$ cat src/include/dsc_pkg.sv
// Constants, types and register map of the digit segment and ASCII converter
package dsc_pkg;

  // ****************************************
  // Bus geometry
  // ****************************************
  localparam int unsigned DSC_DATA_W = 16;
  localparam int unsigned DSC_ADDR_W = 8;

  // ****************************************
  // Register word addresses
  // ****************************************
  localparam logic [7:0] DSC_REG_CTRL = 8'h00;
  localparam logic [7:0] DSC_REG_SRC = 8'h01;
  localparam logic [7:0] DSC_REG_DSG = 8'h02;
  localparam logic [7:0] DSC_REG_DST = 8'h03;
  localparam logic [7:0] DSC_REG_STAT = 8'h04;
  localparam logic [7:0] DSC_REG_MASK = 8'h05;
  localparam logic [7:0] DSC_REG_FLAG = 8'h06;
  localparam logic [7:0] DSC_REG_AREA = 8'h80;

  // ****************************************
  // Field positions and reset values
  // ****************************************
  localparam int unsigned DSC_CTRL_EXEC_BIT = 0;
  localparam int unsigned DSC_CTRL_OP_BIT = 1;
  localparam int unsigned DSC_CTRL_BUSY_BIT = 8;
  localparam int unsigned DSC_STAT_DONE_BIT = 0;
  localparam int unsigned DSC_STAT_ERR_BIT = 1;
  localparam logic [15:0] DSC_WORD_RST = 16'h0000;
  localparam logic [1:0] DSC_EVT_RST = 2'h0;
  localparam logic [7:0] DSC_DST_RST = 8'h00;

  // ****************************************
  // Designator field values
  // ****************************************
  localparam logic [3:0] DSC_MAX_DIGIT = 4'h3;
  localparam logic [3:0] DSC_HALF_HIGH = 4'h1;
  localparam logic [3:0] DSC_PAR_NONE = 4'h0;
  localparam logic [3:0] DSC_PAR_EVEN = 4'h1;
  localparam logic [3:0] DSC_PAR_ODD = 4'h2;
  localparam logic [7:0] DSC_ASC_DIGIT_BASE = 8'h30;
  localparam logic [7:0] DSC_ASC_ALPHA_BASE = 8'h37;
  localparam logic [3:0] DSC_ASC_ALPHA_FIRST = 4'ha;

  // ****************************************
  // Types
  // ****************************************
  typedef struct packed {
    logic [3:0] parity;
    logic [3:0] half;
    logic [3:0] count_m1;
    logic [3:0] first;
  } dsc_desig_t;

  typedef struct packed {
    logic wr;
    logic rd;
    logic [7:0] addr;
    logic [15:0] wdata;
  } dsc_bus_req_t;

  typedef enum logic [1:0] {
    DSC_IDLE,
    DSC_RUN
  } dsc_state_t;

endpackage

$ cat src/hw/dsc_converter.sv
// Execution unit for seven-segment and ASCII digit conversion
//
// Decided for this implementation: the address-and-strobe port and the register addresses.
`timescale 1ns/100ps
`default_nettype none
module dsc_converter #(
  parameter int unsigned DATA_WORDS = 16
) (
  input wire logic ref_clk,
  input wire logic resetn,
  input wire dsc_pkg::dsc_bus_req_t bus_req,
  output logic [dsc_pkg::DSC_DATA_W-1:0] rd_data,
  output logic irq,
  output logic error_flag,
  output logic busy
);
  import dsc_pkg::*;

  localparam int unsigned AW = (DATA_WORDS > 1) ? $clog2(DATA_WORDS) : 1;
  localparam logic [8:0] AREA_WORDS = 9'(DATA_WORDS);

  // ****************************************
  // Conversion functions
  // ****************************************

  // Segment a in bit 0 up to g in bit 6, bit 7 clear
  function automatic logic [7:0] seg_code(input logic [3:0] nib);
    logic [7:0] c;
    c = 8'h00;
    case (nib)
      4'h0: c = 8'h3f;
      4'h1: c = 8'h06;
      4'h2: c = 8'h5b;
      4'h3: c = 8'h4f;
      4'h4: c = 8'h66;
      4'h5: c = 8'h6d;
      4'h6: c = 8'h7d;
      4'h7: c = 8'h27;
      4'h8: c = 8'h7f;
      4'h9: c = 8'h6f;
      4'ha: c = 8'h77;
      4'hb: c = 8'h7c;
      4'hc: c = 8'h39;
      4'hd: c = 8'h5e;
      4'he: c = 8'h79;
      4'hf: c = 8'h71;
      default: c = 8'h00;
    endcase
    return c;
  endfunction

  // Character code for one nibble, parity in bit 7
  function automatic logic [7:0] asc_code(input logic [3:0] nib, input logic [3:0] par);
    logic [7:0] c;
    logic ones;
    c = 8'h00;
    ones = 1'b0;
    if (nib < DSC_ASC_ALPHA_FIRST) begin
      c = DSC_ASC_DIGIT_BASE + {4'h0, nib};
    end else begin
      c = DSC_ASC_ALPHA_BASE + {4'h0, nib};
    end
    ones = ^c[6:0];
    case (par)
      DSC_PAR_EVEN: c[7] = ones;
      DSC_PAR_ODD: c[7] = ~ones;
      default: c[7] = 1'b0;
    endcase
    return c;
  endfunction

  // Register write strobe for one word address
  function automatic logic reg_wr(input dsc_bus_req_t r, input logic [7:0] a);
    return r.wr && (r.addr == a);
  endfunction

  // Designator check for either operation
  function automatic logic desig_ok(input dsc_desig_t d, input logic ascii);
    logic ok;
    ok = (d.first <= DSC_MAX_DIGIT) && (d.count_m1 <= DSC_MAX_DIGIT) &&
         (d.half <= DSC_HALF_HIGH);
    if (ascii) begin
      ok = ok && (d.parity <= DSC_PAR_ODD);
    end else begin
      ok = ok && (d.parity == DSC_PAR_NONE);
    end
    return ok;
  endfunction

  // ****************************************
  // Bus decode
  // ****************************************
  logic [DSC_DATA_W-1:0] src_q;
  dsc_desig_t dsg_q;
  logic [7:0] dst_q;
  logic [1:0] stat_q;
  logic [1:0] stat_d;
  logic [1:0] mask_q;
  logic [DSC_DATA_W-1:0] area_q [DATA_WORDS];
  logic [DSC_DATA_W-1:0] rd_data_q;
  logic irq_q;
  logic error_flag_q;
  logic busy_q;
  logic area_hit;
  logic [AW-1:0] area_idx;
  logic wr_ctrl;
  logic wr_src;
  logic wr_dsg;
  logic wr_dst;
  logic wr_stat;
  logic wr_mask;
  logic start_ok;
  logic start_bad;
  logic done_evt;

  // Data area window above the control registers
  assign area_hit = (bus_req.addr >= DSC_REG_AREA) &&
                    ({1'b0, bus_req.addr - DSC_REG_AREA} < AREA_WORDS);
  assign area_idx = AW'(bus_req.addr - DSC_REG_AREA);
  assign wr_ctrl = reg_wr(bus_req, DSC_REG_CTRL);

  // Write strobes of the individual registers
  assign wr_src = reg_wr(bus_req, DSC_REG_SRC);
  assign wr_dsg = reg_wr(bus_req, DSC_REG_DSG);
  assign wr_dst = reg_wr(bus_req, DSC_REG_DST);
  assign wr_stat = reg_wr(bus_req, DSC_REG_STAT);
  assign wr_mask = reg_wr(bus_req, DSC_REG_MASK);

  // ****************************************
  // Instruction launch
  // ****************************************
  dsc_state_t state_q;
  logic op_ascii_q;
  logic [1:0] digit_q;
  logic [1:0] left_q;
  logic [AW-1:0] wptr_q;
  logic half_q;
  logic [3:0] par_q;
  logic [8:0] last_word;
  logic launch;
  logic launch_ascii;

  // Launch only with the execution condition on and the unit idle
  assign launch = wr_ctrl && bus_req.wdata[DSC_CTRL_EXEC_BIT] && !busy_q;
  assign launch_ascii = bus_req.wdata[DSC_CTRL_OP_BIT];

  // Last destination word touched by this conversion
  assign last_word = {1'b0, dst_q} +
                     9'(({1'b0, dsg_q.half[0]} + {1'b0, dsg_q.count_m1[1:0]}) >> 1);

  // Area fits and designator fields are in range
  assign start_ok = launch && desig_ok(dsg_q, launch_ascii) &&
                    (last_word < AREA_WORDS);
  assign start_bad = launch && !start_ok;

  // ****************************************
  // Conversion engine
  // ****************************************
  logic [3:0] cur_nib;
  logic [7:0] cur_code;

  // Current source digit and its code
  assign cur_nib = src_q[{digit_q, 2'b00} +: 4];
  assign cur_code = op_ascii_q ? asc_code(cur_nib, par_q) : seg_code(cur_nib);
  assign done_evt = (state_q == DSC_RUN) && (left_q == 2'd0);

  // Sequencer, one byte per cycle
  always_ff @(posedge ref_clk or negedge resetn) begin
    if (!resetn) begin
      state_q <= DSC_IDLE;
      op_ascii_q <= 1'b0;
      digit_q <= 2'd0;
      left_q <= 2'd0;
      wptr_q <= '0;
      half_q <= 1'b0;
      par_q <= DSC_PAR_NONE;
    end else begin
      case (state_q)
        DSC_IDLE: begin
          // Capture the designator fields for the whole run
          if (start_ok) begin
            state_q <= DSC_RUN;
            op_ascii_q <= launch_ascii;
            digit_q <= dsg_q.first[1:0];
            left_q <= dsg_q.count_m1[1:0];
            wptr_q <= AW'(dst_q);
            half_q <= dsg_q.half[0];
            par_q <= dsg_q.parity;
          end
        end
        DSC_RUN: begin
          digit_q <= digit_q + 2'd1;
          half_q <= ~half_q;
          if (half_q) begin
            wptr_q <= wptr_q + AW'(1);
          end
          // Last code lands this cycle, back to idle
          if (left_q == 2'd0) begin
            state_q <= DSC_IDLE;
          end else begin
            left_q <= left_q - 2'd1;
          end
        end
        default: begin
          state_q <= DSC_IDLE;
        end
      endcase
    end
  end

  // Data area: engine writes bytes, bus writes words when idle
  always_ff @(posedge ref_clk or negedge resetn) begin
    if (!resetn) begin
      for (int i = 0; i < int'(DATA_WORDS); i++) begin
        area_q[i] <= DSC_WORD_RST;
      end
    end else if (state_q == DSC_RUN) begin
      // High lane while the half pointer is set
      if (half_q) begin
        area_q[wptr_q][15:8] <= cur_code;
      end else begin
        area_q[wptr_q][7:0] <= cur_code;
      end
    end else if (bus_req.wr && area_hit) begin
      area_q[area_idx] <= bus_req.wdata;
    end
  end

  // ****************************************
  // Operand registers
  // ****************************************

  // Operands hold steady while a conversion runs
  always_ff @(posedge ref_clk or negedge resetn) begin
    if (!resetn) begin
      src_q <= DSC_WORD_RST;
      dsg_q <= DSC_WORD_RST;
      dst_q <= DSC_DST_RST;
    end else if (!busy_q) begin
      if (wr_src) begin
        src_q <= bus_req.wdata;
      end
      if (wr_dsg) begin
        dsg_q <= bus_req.wdata;
      end
      if (wr_dst) begin
        dst_q <= bus_req.wdata[7:0];
      end
    end
  end

  // Error flag reflects the most recent executed instruction
  always_ff @(posedge ref_clk or negedge resetn) begin
    if (!resetn) begin
      error_flag_q <= 1'b0;
    end else if (start_bad) begin
      error_flag_q <= 1'b1;
    end else if (start_ok) begin
      error_flag_q <= 1'b0;
    end
  end

  // Busy covers the whole conversion
  always_ff @(posedge ref_clk or negedge resetn) begin
    if (!resetn) begin
      busy_q <= 1'b0;
    end else if (start_ok) begin
      busy_q <= 1'b1;
    end else if (done_evt) begin
      busy_q <= 1'b0;
    end
  end

  // ****************************************
  // Interrupt status and mask
  // ****************************************

  // Sticky events, a new event beats a same-cycle clear
  always_comb begin
    stat_d = stat_q;
    // Software clear first, events below override it
    if (wr_stat) begin
      stat_d = stat_q & ~bus_req.wdata[1:0];
    end
    if (done_evt) begin
      stat_d[DSC_STAT_DONE_BIT] = 1'b1;
    end
    if (start_bad) begin
      stat_d[DSC_STAT_ERR_BIT] = 1'b1;
    end
  end

  // Status, mask and interrupt line
  always_ff @(posedge ref_clk or negedge resetn) begin
    if (!resetn) begin
      stat_q <= DSC_EVT_RST;
      mask_q <= DSC_EVT_RST;
      irq_q <= 1'b0;
    end else begin
      stat_q <= stat_d;
      irq_q <= |(stat_d & mask_q);
      // A new mask acts on the line at once
      if (wr_mask) begin
        mask_q <= bus_req.wdata[1:0];
        irq_q <= |(stat_d & bus_req.wdata[1:0]);
      end
    end
  end

  // ****************************************
  // Read path
  // ****************************************

  // Read data the cycle after the strobe, zero elsewhere
  always_ff @(posedge ref_clk or negedge resetn) begin
    if (!resetn) begin
      rd_data_q <= DSC_WORD_RST;
    end else begin
      rd_data_q <= DSC_WORD_RST;
      if (bus_req.rd) begin
        // Data area first, then the register decode
        if (area_hit) begin
          rd_data_q <= area_q[area_idx];
        end else begin
          case (bus_req.addr)
            DSC_REG_CTRL: rd_data_q[DSC_CTRL_BUSY_BIT] <= busy_q;
            DSC_REG_SRC: rd_data_q <= src_q;
            DSC_REG_DSG: rd_data_q <= dsg_q;
            DSC_REG_DST: rd_data_q[7:0] <= dst_q;
            DSC_REG_STAT: rd_data_q[1:0] <= stat_q;
            DSC_REG_MASK: rd_data_q[1:0] <= mask_q;
            DSC_REG_FLAG: rd_data_q[0] <= error_flag_q;
            default: rd_data_q <= DSC_WORD_RST;
          endcase
        end
      end
    end
  end

  // Outputs straight from flip-flops
  assign rd_data = rd_data_q;
  assign irq = irq_q;
  assign error_flag = error_flag_q;
  assign busy = busy_q;

endmodule
`default_nettype wire

$ cat config.mk
export PLATFORM = sky130hd
export DESIGN_NAME = dsc_converter
export DESIGN_NICKNAME = d
export VERILOG_FILES = /design/src/include/dsc_pkg.sv /design/src/hw/dsc_converter.sv
export SDC_FILE = /design/constraint.sdc
export NUM_CORES = 1
export LEC_CHECK = 0
export BUFFER_PORTS_ARGS = -buffer_cell sky130_fd_sc_hd__buf_4
export CAP_MARGIN = 15
export CORE_AREA = 2 2 216 218
export CTS_CLUSTER_DIAMETER = 40
export CTS_CLUSTER_SIZE = 24
export DETAILED_ROUTE_END_ITERATION = 12
export DIE_AREA = 0 0 218 220
export GPL_ROUTABILITY_DRIVEN = 0
export HOLD_SLACK_MARGIN = 0.02
export SLEW_MARGIN = 20
export SYNTH_ARGS = -nofsm -noshare
export SYNTH_HDL_FRONTEND = slang
export SYNTH_SLANG_ARGS = --single-unit
$ cat constraint.sdc
create_clock -name ref_clk -period 3.7 [get_ports ref_clk]
set_input_delay 0.74 -clock ref_clk [delete_from_list [all_inputs] [get_ports ref_clk]]
set_output_delay 0.74 -clock ref_clk [all_outputs]
set_load 0.03 [all_outputs]
# --- Word-level counts from Yosys, hierarchy flattened ---
# Memory sizes are Yosys's and may differ from the RTL's.
# Cells that the tools add are included.
# Widths: inputs -> output; s select.
word_totals:
  reg_bits: 335
  latch_bits: 0
  ram_bits: 0
  mem_bits_ro: 112
  input_bits: 28
  output_inout_bits: 19
  wordCells: 167
  memories: 1
op_classes:
  add_sub_neg: 8
  n_mul: 0
  div: 0
  n_lt_le_gt_ge: 12
  n_eq_ne: 13
  shifts: 1
  n_mux: 47
  bitwise_logic: 9
  reduce_logical: 41
memory_table:
  columns: ["memory", "words", "word_bits", "read_ports", "rd_clocked_by_memory_dff", "write_ports", "line_no", "text"]
  rows:
  - ["(no name shown)", 16, 7, 1, 0, 0, "dsc_converter.sv:30", "case (nib)"]
ops:
  columns: ["operator", "count"]
  rows:
  - ["$bwmux 256", 3]
  - ["$mux 256", 3]
  - ["$demux 16 s4", 3]
  - ["$mux 16", 6]
  - ["$bmux 16 s4", 1]
  - ["$eq 8x3->1 const B", 3]
  - ["$logic_and 1x1->1", 20]
  - ["$pmux 6 s3", 1]
  - ["$eq 8x2->1 const B", 2]
  - ["$mux 8", 2]
  - ["$shiftx 16x5->4", 1]
  - ["$add 6x4->7 const A", 2]
  - ["$pmux 7 s2", 1]
  - ["$le 4x2->1 const B", 3]
  - ["$mux 2", 6]
  - ["$pmux 2 s2", 3]
  - ["$reduce_and 2->1", 6]
  - ["$ge 5x5->1 const B", 2]
  - ["$lt 5x1->1 const B", 2]
  - ["$not 4->5", 2]
  - ["$add 8x2->9", 1]
  - ["$lt 9x5->1 const B", 1]
  - ["$mux 1", 9]
  - ["$eq 8x1->1 const B", 1]
  - ["32 further kinds", 47]

# --- Depth between registers and ports, before layout ---
# Gate-level depths: netlist (run 1).
depth:
  word_depth: 13
  depth_mapped: 12

# --- Least setup slack after synthesis (run 1) ---
# OpenSTA, ideal clock, no wires.
synth_timing:
  kind: "reg-to-reg"
  from: "register digit_q[0]"
  to: "register area_q[215] in the netlist's numbering"
  arrival_ns: 3.081
  required_ns: 3.603
  path_slack_ns: 0.522
  stages_incl_launch_ff: 13
  cell_sequence: "dfrtp_1 > buf_6 > mux4_2 > clkbuf_1 > inv_1 > ha_1 > ha_1 > xnor2_1 > a221oi_2 > xnor2_1 > mux2_4 > buf_6 > o31ai_1"
synth_between:
  elab_chain_len: 10
synth_rtl:
  columns: ["item", "line_no", "text"]
  rows:
  - ["start: declaration", "dsc_converter.sv:134", "logic [1:0] digit_q;"]
  - ["start signal: assignment", "dsc_converter.sv:184", "digit_q <= dsg_q.first[1:0];"]
  - ["start signal: assignment", "dsc_converter.sv:192", "digit_q <= digit_q + 2'd1;"]
  - ["$shiftx 16x5->4 *", "dsc_converter.sv:163", "assign cur_nib = src_q[{digit_q, 2'b00} +: 4];"]
  - ["$add 6x4->7, or another cell as far along", "dsc_converter.sv:61", "c = DSC_ASC_ALPHA_BASE + {4'h0, nib};"]
  - ["$mux 7 *", "dsc_converter.sv:58", "if (nib < DSC_ASC_ALPHA_FIRST) begin"]
  - ["$reduce_xor 7->1 *", "dsc_converter.sv:63", "ones = ^c[6:0];"]
  - ["$not 1->1", "dsc_converter.sv:66", "DSC_PAR_ODD: c[7] = ~ones;"]
  - ["$pmux 1 s2 *", "dsc_converter.sv:64", "case (par)"]
  - ["$mux 8 *", "dsc_converter.sv:164", "assign cur_code = op_ascii_q ? asc_code(cur_nib, par_q) : seg_code(cur_nib);"]
  - ["$bwmux 256 *", "dsc_converter.sv:222", "area_q[wptr_q][7:0] <= cur_code;"]
  - ["$mux 256 *", "dsc_converter.sv:219", "if (half_q) begin"]
  - ["$mux 256 *", "dsc_converter.sv:217", "end else if (state_q == DSC_RUN) begin"]
  - ["end signal: indexed assignment", "dsc_converter.sv:220", "area_q[wptr_q][15:8] <= cur_code;"]
  - ["end signal: indexed assignment", "dsc_converter.sv:222", null]
  - ["end signal: indexed assignment", "dsc_converter.sv:225", "area_q[area_idx] <= bus_req.wdata;"]
  - ["end: declaration", "dsc_converter.sv:99", "logic [DSC_DATA_W-1:0] area_q [DATA_WORDS];"]
# Every way passes the cells marked *; elsewhere a longest branch is shown, timed or not.
# A chain may end at the register's enable or synchronous reset.

# --- Worst setup path in the final report (run 1) ---
layout_timing:
  from: "register digit_q[0]"
  to: "register area_q[247] in the netlist's numbering"
# Same word-level chain as after synthesis.

==> metrics.txt, run 1 <==
# TYPE chip_impl_metric gauge
chip_impl_metric{name="max_slew_margin",unit="%"} 26.8
chip_impl_metric{name="finalSetupTns",unit="ns"} 0
chip_impl_info{name="clock-root-buffer",value="clkbuf_16"} 1
chip_impl_info{name="crit_path_end_kind",value="register"} 1
chip_impl_metric{name="synth_sequential_area_ratio",unit="%"} 46.1
chip_impl_metric{name="area_growth_syn_to_fin",unit="%"} 17.8
chip_impl_info{name="tritoncts",value="done"} 1
chip_impl_metric{name="floorplan.io_pins",unit=""} 47
chip_impl_info{name="unrepaired_setup_endpoints_after_global_routing",value="false"} 1
chip_impl_metric{name="first_pass_grt_wire_length",unit="mm"} 91.5
chip_impl_metric{name="worst_ep_arrival_time",unit="ns"} 4.00
chip_impl_metric{name="stdcell_count",unit=""} 2505
chip_impl_metric{name="htree_num_levels",unit=""} 2
chip_impl_metric{name="synth_nets",unit=""} 1857
chip_impl_metric{name="post-dp-hpwl",unit="mm"} 41.9
chip_impl_metric{name="yosys.cell_types.count",unit=""} 58
chip_impl_metric{name="fp.coreArea",unit="sq mm"} 0.0459
chip_impl_metric{name="timing.final.crit_share",unit="%"} 95.0
chip_impl_metric{name="critPathRequiredTime",unit="ns"} 4.19
chip_impl_metric{name="max_clock_freq",unit="MHz"} 284
chip_impl_metric{name="globalRoute.totalOverflow",unit=""} 0
chip_impl_metric{name="synth-xor-area-share",unit="%"} 0.290
chip_impl_metric{name="synth-compound-area-share",unit="%"} 20.2
chip_impl_metric{name="synth.mux.area_fraction",unit="%"} 15.2
chip_impl_metric{name="syn_inst",unit=""} 1815
chip_impl_metric{name="fin_area",unit="sq mm"} 0.0213
chip_impl_metric{name="grt_pass1_vias",unit=""} 15408
chip_impl_metric{name="reg2regPathDepth",unit=""} 9
chip_impl_metric{name="yosys_register_bits",unit=""} 334
chip_impl_metric{name="tritoncts_buffers",unit=""} 52
chip_impl_metric{name="maximum_count_of_clock_buffers_along_a_single_path",unit=""} 3
chip_impl_metric{name="report.final.hold_viol_count",unit=""} 0
chip_impl_metric{name="power_density",unit="mW/mm^2"} 461
chip_impl_metric{name="cap_violations",unit=""} 0
chip_impl_metric{name="synth-simple-area-share",unit="%"} 12.8
chip_impl_metric{name="cts_hold_repair.buffers",unit=""} 0
chip_impl_info{name="mostFrequentLayoutCell",value="dfrtp_1"} 1
chip_impl_metric{name="final_net_count",unit=""} 1895
chip_impl_metric{name="detailed_route_iter0_violations",unit=""} 1034
chip_impl_metric{name="setup_viol",unit=""} 0
chip_impl_info{name="synth_top_family_by_area",value="compound AO/OA/AOI/OAI gates"} 1
chip_impl_metric{name="pin_count_of_the_biggest_net_entering_global_routing",unit=""} 76
chip_impl_metric{name="synth_warnings",unit=""} 0
chip_impl_metric{name="dpl-instance-area",unit="sq mm"} 0.0195
chip_impl_metric{name="mappedNetlistArea",unit="sq mm"} 0.0181
chip_impl_metric{name="dieWidth",unit="um"} 218
chip_impl_info{name="timing_worst_setup_path_type",value="register to register"} 1
chip_impl_metric{name="post_cts.resized_instances",unit=""} 0
chip_impl_metric{name="synthAdderAreaFrac",unit="%"} 0.967
chip_impl_info{name="layout.cells.most_common_list",value="334 x dfrtp_1, 247 x nand2_1, 209 x o21ai_0, 138 x a22oi_1, 130 x buf_4"} 1
chip_impl_metric{name="layout-drive-gt1-share",unit="%"} 21.5
chip_impl_metric{name="number_of_enable_type_register_cells_in_the_synthesized_netlist",unit=""} 0
chip_impl_metric{name="synth-async-reset-ratio",unit="%"} 100
chip_impl_metric{name="period_minus_slack",unit="ns"} 3.52
chip_impl_info{name="top_reg_cell_synth",value="dfrtp_1"} 1
chip_impl_metric{name="drt-total-wl",unit="mm"} 57.9
chip_impl_metric{name="cts.sinks",unit=""} 334
chip_impl_metric{name="initial_antenna_violation_count",unit=""} 1
chip_impl_metric{name="floorplan.die.height",unit="um"} 220
chip_impl_metric{name="vias_per_cell",unit=""} 5.98
chip_impl_metric{name="post_cts_buffers",unit=""} 0
chip_impl_metric{name="setup_skew",unit="ns"} 0.0210
chip_impl_metric{name="floorplan_die_area",unit="sq mm"} 0.0480
chip_impl_metric{name="worst-r2r-setup-slack",unit="ns"} 0.18
chip_impl_metric{name="drt.antenna.violating_nets",unit=""} 0
chip_impl_info{name="worst_r2r_endpoint",value="area_q[247]"} 1
chip_impl_metric{name="timing.final.max_slew_violations",unit=""} 0
chip_impl_metric{name="dp.cells",unit=""} 2406
chip_impl_metric{name="post_synth.cell_area_avg",unit="sq um"} 9.98
chip_impl_metric{name="drc",unit=""} 0
chip_impl_metric{name="cp_max_fo",unit=""} 16
chip_impl_metric{name="via_count",unit=""} 14970
chip_impl_info{name="outcome",value="finished clean"} 1
chip_impl_metric{name="clock_latency",unit="ns"} 0.60
chip_impl_metric{name="num_rows",unit=""} 79
chip_impl_metric{name="p_leak",unit="uW"} 0.00894
chip_impl_info{name="type_of_element_launching_the_critical_path",value="register"} 1
chip_impl_metric{name="reg_clk_slew_reported_paths",unit="ns"} 0.05
chip_impl_metric{name="initial_core_utilization",unit="%"} 39.5
chip_impl_metric{name="total_grt_usage",unit="%"} 24.7
chip_impl_metric{name="ir_drop",unit="mV"} 0.359
chip_impl_metric{name="worst_slew_pin_slew",unit="ns"} 1.09
chip_impl_info{name="rr_startpoint",value="digit_q[0]"} 1
chip_impl_info{name="worst_hold_path_type",value="input pin to async pin"} 1
chip_impl_metric{name="detailedRoute.firstPassIterationCount",unit=""} 5
chip_impl_metric{name="port_buffers",unit=""} 46
chip_impl_metric{name="drt-wirelength-per-cell",unit="um"} 23.1
==> cell usage after synthesis (5+ instances only) <==
library cell	n	area share, %
clkbuf_1	124	2.6
nand3_1	51	1.4
and3_1	49	1.7
mux2_2	69	4.3
buf_2	9	0.25
ha_1	14	0.97
nand2_1	247	5.1
o31ai_1	22	0.91
and2_1	31	1.1
o21ai_0	209	5.8
mux4_2	84	10
o221ai_1	5	0.24
mux2i_1	5	0.28
a21oi_1	116	3.2
a21boi_0	7	0.29
a221oi_1	41	2.0
dfrtp_1	334	46
nor2b_1	12	0.41
nor2_1	80	1.7
o211ai_1	11	0.46
o21ai_1	17	0.47
inv_1	45	0.93
a22oi_1	138	5.7
buf_1	19	0.39
nor3_1	11	0.30
nand2b_1	9	0.31
==> cell families (layout without fill, tap and decap cells) <==
group | after synthesis | in the layout
AOI/OAI and AO/OA | 589 | 589
other | 0 | 1
DFF | 334 | 334
xor gates and xnor gates | 6 | 6
buffers and inverters | 202 | 284
and+or+nand+nor | 510 | 510
muxes | 160 | 160
adders and majority gates | 14 | 14
==> metrics by stage <==
step / power (uW) / utilization [%] / hold slack, ns / setup WS (ns)
after floorplan: 4390 / - / 0.444 / 0.522
after CTS: 9890 / 46.5 / 0.134 / 0.212
final: 9830 / 46.5 / 0.111 / 0.185
after global placement: 4740 / 42.5 / 0.458 / 0.380
after detailed placement: 4760 / 42.5 / 0.467 / 0.219
after global routing: 10200 / 46.5 / 0.149 / 0.0285
==> layer usage <==
metal  global-route usage (%)  share of wire, %  vias up
li1                         -                 -     6767
met1                     32.0                41     7551
met2                     41.0                49      535
met3                     4.11               6.0      117
met4                     10.4               3.7        0
met5                        0                 0        -
==> sequential cells by signal, summed over array words and instances, names as in the netlist, 2 cells and up <==
register	count
area_q	256
dsg_q	16
rd_data	16
src_q	16
dst_q	8
par_q	4
wptr_q	4
digit_q	2
left_q	2
mask_q	2
stat_q	2
==> area by class of cell <==
type	instances	area, sq um
multi-input combinational	1279	9030
timing repair buffer	140	1170
clock inverter	35	429
sequential	334	8360
tap	607	759
fill	4344	24500
antenna	1	2.50
inverter	46	173
clock buffer	63	1410
==> where the power goes <==
group / internal (uW) / total (uW) / leakage (uW) / switching [uW]
Clock: 3190 / 5120 / 0.000875 / 1940
Sequential: 3790 / 3880 / 0.00424 / 93.9
Combinational: 310 / 828 / 0.00382 / 518
Total: 7280 / 9830 / 0.00894 / 2550
==> worst max-delay path, cell delays in order (launching register included) <==
cell and delay (ns):
dfrtp_1 0.54, mux4_2 0.69, inv_1 0.20, ha_1 0.23, ha_1 0.28, xnor2_1 0.16
a221oi_2 0.32, xnor2_1 0.23, mux2_4 0.44, o31ai_1 0.30
==> worst max path at each step <==
stage / start / to / depth (start not counted) / slack (ns)
2_1_floorplan: digit_q[0] / area_q[215] / 12 / 0.52
5_1_grt: digit_q[0] / area_q[215] / 9 / 0.03
4_1_cts: digit_q[0] / area_q[87] / 9 / 0.21
3_5_place_dp: digit_q[0] / area_q[87] / 9 / 0.22
3_3_place_gp: digit_q[0] / area_q[211] / 8 / 0.38
6_report: digit_q[0] / area_q[247] / 9 / 0.18
No activity file was read; power rests on OpenSTA's default activity.
==> inputs of run 2 (changes only) <==
--- a/config.mk
+++ b/config.mk
@@ -8,7 +8,7 @@
 export BUFFER_PORTS_ARGS = -buffer_cell sky130_fd_sc_hd__buf_4
 export CAP_MARGIN = 15
 export CORE_AREA = 2 2 216 218
-export CTS_CLUSTER_DIAMETER = 40
+export CTS_CLUSTER_DIAMETER = 60
 export CTS_CLUSTER_SIZE = 24
 export DETAILED_ROUTE_END_ITERATION = 12
 export DIE_AREA = 0 0 218 220
==> constraint.sdc (replaced) <==
create_clock -name ref_clk -period 4.37 [get_ports ref_clk]
set_input_delay 0.874 -clock ref_clk [delete_from_list [all_inputs] [get_ports ref_clk]]
set_output_delay 0.874 -clock ref_clk [all_outputs]
set_load 0.03 [all_outputs]
==> metrics.txt, run 2 (same netlist as run 1, synthesis figures left out) <==
# TYPE chip_impl_metric gauge
chip_impl_metric{name="regArea",unit="sq mm"} 0.00836
chip_impl_metric{name="vias_per_cell",unit=""} 6.07
chip_impl_info{name="worstPathCellList",value="mux4_2 > inv_1 > ha_1 > ha_1 > nor2b_1 > o31ai_4 > buf_4 > a22oi_1 > o21ai_0"} 1
chip_impl_metric{name="maximum_count_of_clock_buffers_along_a_single_path",unit=""} 3
chip_impl_metric{name="clock_latency",unit="ns"} 0.56
chip_impl_metric{name="final_net_count",unit=""} 1851
chip_impl_metric{name="power_density",unit="mW/mm^2"} 347
chip_impl_info{name="outcome",value="finished clean"} 1
chip_impl_metric{name="port_buffers",unit=""} 46
chip_impl_metric{name="critPathRequiredTime",unit="ns"} 4.83
chip_impl_metric{name="pre_cts_ws",unit="ns"} 0.750
chip_impl_metric{name="timing.final.max_slew_violations",unit=""} 0
chip_impl_metric{name="via_count",unit=""} 14831
chip_impl_metric{name="detailed_route_iter0_violations",unit=""} 1284
chip_impl_metric{name="setup_skew",unit="ns"} 0.0140
chip_impl_metric{name="period_minus_slack",unit="ns"} 3.61
chip_impl_metric{name="cts_hold_repair.buffers",unit=""} 0
chip_impl_metric{name="post_cts.resized_instances",unit=""} 0
chip_impl_metric{name="timing.final.ws_setup",unit="ns"} 0.759
chip_impl_metric{name="worst_ep_arrival_time",unit="ns"} 4.07
chip_impl_metric{name="post_cts_buffers",unit=""} 0
chip_impl_metric{name="finalSetupTns",unit="ns"} 0
chip_impl_info{name="mostFrequentLayoutCell",value="dfrtp_1"} 1
chip_impl_metric{name="ir_drop",unit="mV"} 0.203
chip_impl_metric{name="detailedRoute.firstPassIterationCount",unit=""} 5
chip_impl_metric{name="pin_count_of_the_biggest_net_entering_global_routing",unit=""} 93
chip_impl_metric{name="cp_max_fo",unit=""} 17
chip_impl_metric{name="floorplan.io_pins",unit=""} 47
chip_impl_metric{name="p_leak",unit="uW"} 0.00849
chip_impl_metric{name="post-dp-hpwl",unit="mm"} 42.2
chip_impl_info{name="max_flop_register",value="area_q"} 1
chip_impl_metric{name="grt_pass1_vias",unit=""} 15069
chip_impl_metric{name="max_slew_margin",unit="%"} 27.0
chip_impl_metric{name="drt.antenna.violating_nets",unit=""} 0
chip_impl_info{name="worst_hold_path_type",value="input pin to async pin"} 1
chip_impl_metric{name="tritoncts_buffers",unit=""} 34
chip_impl_metric{name="drt-total-wl",unit="mm"} 58.4
chip_impl_info{name="crit_path_end_kind",value="register"} 1
chip_impl_info{name="path_delay_family",value="compound AO/OA/AOI/OAI gates"} 1
chip_impl_metric{name="max_clock_freq",unit="MHz"} 277
chip_impl_info{name="tritoncts",value="done"} 1
chip_impl_metric{name="initial_core_utilization",unit="%"} 39.5
chip_impl_metric{name="drc",unit=""} 0
chip_impl_metric{name="timing.critical_path.depth",unit=""} 9
chip_impl_metric{name="initial_antenna_violation_count",unit=""} 2
chip_impl_metric{name="reg2regPathDepth",unit=""} 9
chip_impl_metric{name="area_growth_syn_to_fin",unit="%"} 12.6
chip_impl_metric{name="worst_slew_pin_slew",unit="ns"} 1.10
chip_impl_info{name="timing_worst_setup_path_type",value="register to register"} 1
chip_impl_metric{name="fp.coreArea",unit="sq mm"} 0.0459
chip_impl_info{name="type_of_element_launching_the_critical_path",value="register"} 1
chip_impl_metric{name="htree_num_levels",unit=""} 2
chip_impl_info{name="crit_top_cell",value="ha_1"} 1
chip_impl_metric{name="num_rows",unit=""} 79
chip_impl_metric{name="globalRoute.totalOverflow",unit=""} 0
chip_impl_metric{name="total_grt_usage",unit="%"} 25.0
chip_impl_metric{name="setup_viol",unit=""} 0
chip_impl_metric{name="timing.final.crit_share",unit="%"} 82.6
chip_impl_metric{name="fill_cell_instance_count_of_the_final_layout",unit=""} 4352
chip_impl_info{name="critical_path.slowest_cell",value="o31ai_4"} 1
chip_impl_metric{name="drt-wirelength-per-cell",unit="um"} 23.9
chip_impl_metric{name="timing.critical_path.buf_inv",unit=""} 2
chip_impl_metric{name="dieWidth",unit="um"} 218
chip_impl_info{name="unrepaired_setup_endpoints_after_global_routing",value="false"} 1
chip_impl_metric{name="fin_hold_ws",unit="ns"} 0.338
chip_impl_info{name="clock-root-buffer",value="clkbuf_16"} 1
chip_impl_metric{name="first_pass_grt_wire_length",unit="mm"} 92.1
chip_impl_metric{name="reg_clk_slew_reported_paths",unit="ns"} 0.07
chip_impl_metric{name="layout-drive-gt1-share",unit="%"} 19.0
chip_impl_metric{name="area_taken_by_multi_input_logic_gates",unit="sq mm"} 0.00902
chip_impl_metric{name="largest_reg_flops",unit=""} 256
chip_impl_metric{name="floorplan.die.height",unit="um"} 220
chip_impl_metric{name="cts.sinks",unit=""} 334
chip_impl_metric{name="cp_slowest_stage_delay",unit="ns"} 0.78
chip_impl_metric{name="report.final.hold_viol_count",unit=""} 0
chip_impl_info{name="layout.cells.most_common_list",value="334 x dfrtp_1, 247 x nand2_1, 208 x o21ai_0, 138 x a22oi_1, 115 x a21oi_1"} 1
chip_impl_metric{name="cap_violations",unit=""} 0
chip_impl_metric{name="floorplan_die_area",unit="sq mm"} 0.0480
## run 2: worst paths after layout
check	from	to	slack (ns)
min	resetn	area_q[20]	0.34
max in group asynchronous	resetn	rd_data[13]	3.03
min reg2reg	area_q[92]	area_q[92]	0.48
max reg2reg	digit_q[0]	area_q[178]	0.76
min in group ref_clk	area_q[92]	area_q[92]	0.48
max	digit_q[0]	area_q[178]	0.76
## run 2: area by class of cell
cell class	count	area share, %
clock buffer	47	5.06
inverter	46	0.846
clock inverter	15	0.723
timing repair buffer	114	4.47
tap	607	3.72
sequential	334	40.9
antenna	2	0.0245
multi-input combinational	1279	44.2
## run 2: layer usage
layer	vias up	GRT usage, %	part of all wire (%)
met2	553	41.0	48
met1	7500	33.2	42
met5	-	0	0
li1	6670	-	-
met4	0	10.4	3.6
met3	108	3.70	6.2
## run 2: through the flow
step / util [%] / cells / instance area (sq um) / total power, uW
final: 44.5 / 2444 / 20400 / 7080
after CTS: 44.5 / 2442 / 20400 / 7100
after detailed placement: 41.9 / 2380 / 19200 / 4010
after global routing: 44.5 / 2444 / 20400 / 7300
after global placement: 41.9 / 2380 / 19200 / 3990
after floorplan: - / 1815 / 18100 / 3720
## run 2: power by group
group          total [uW]  switching [uW]  internal (uW)
clock network        3120            1330           1790
logic                 665             419            247
registers            3290            86.5           3200
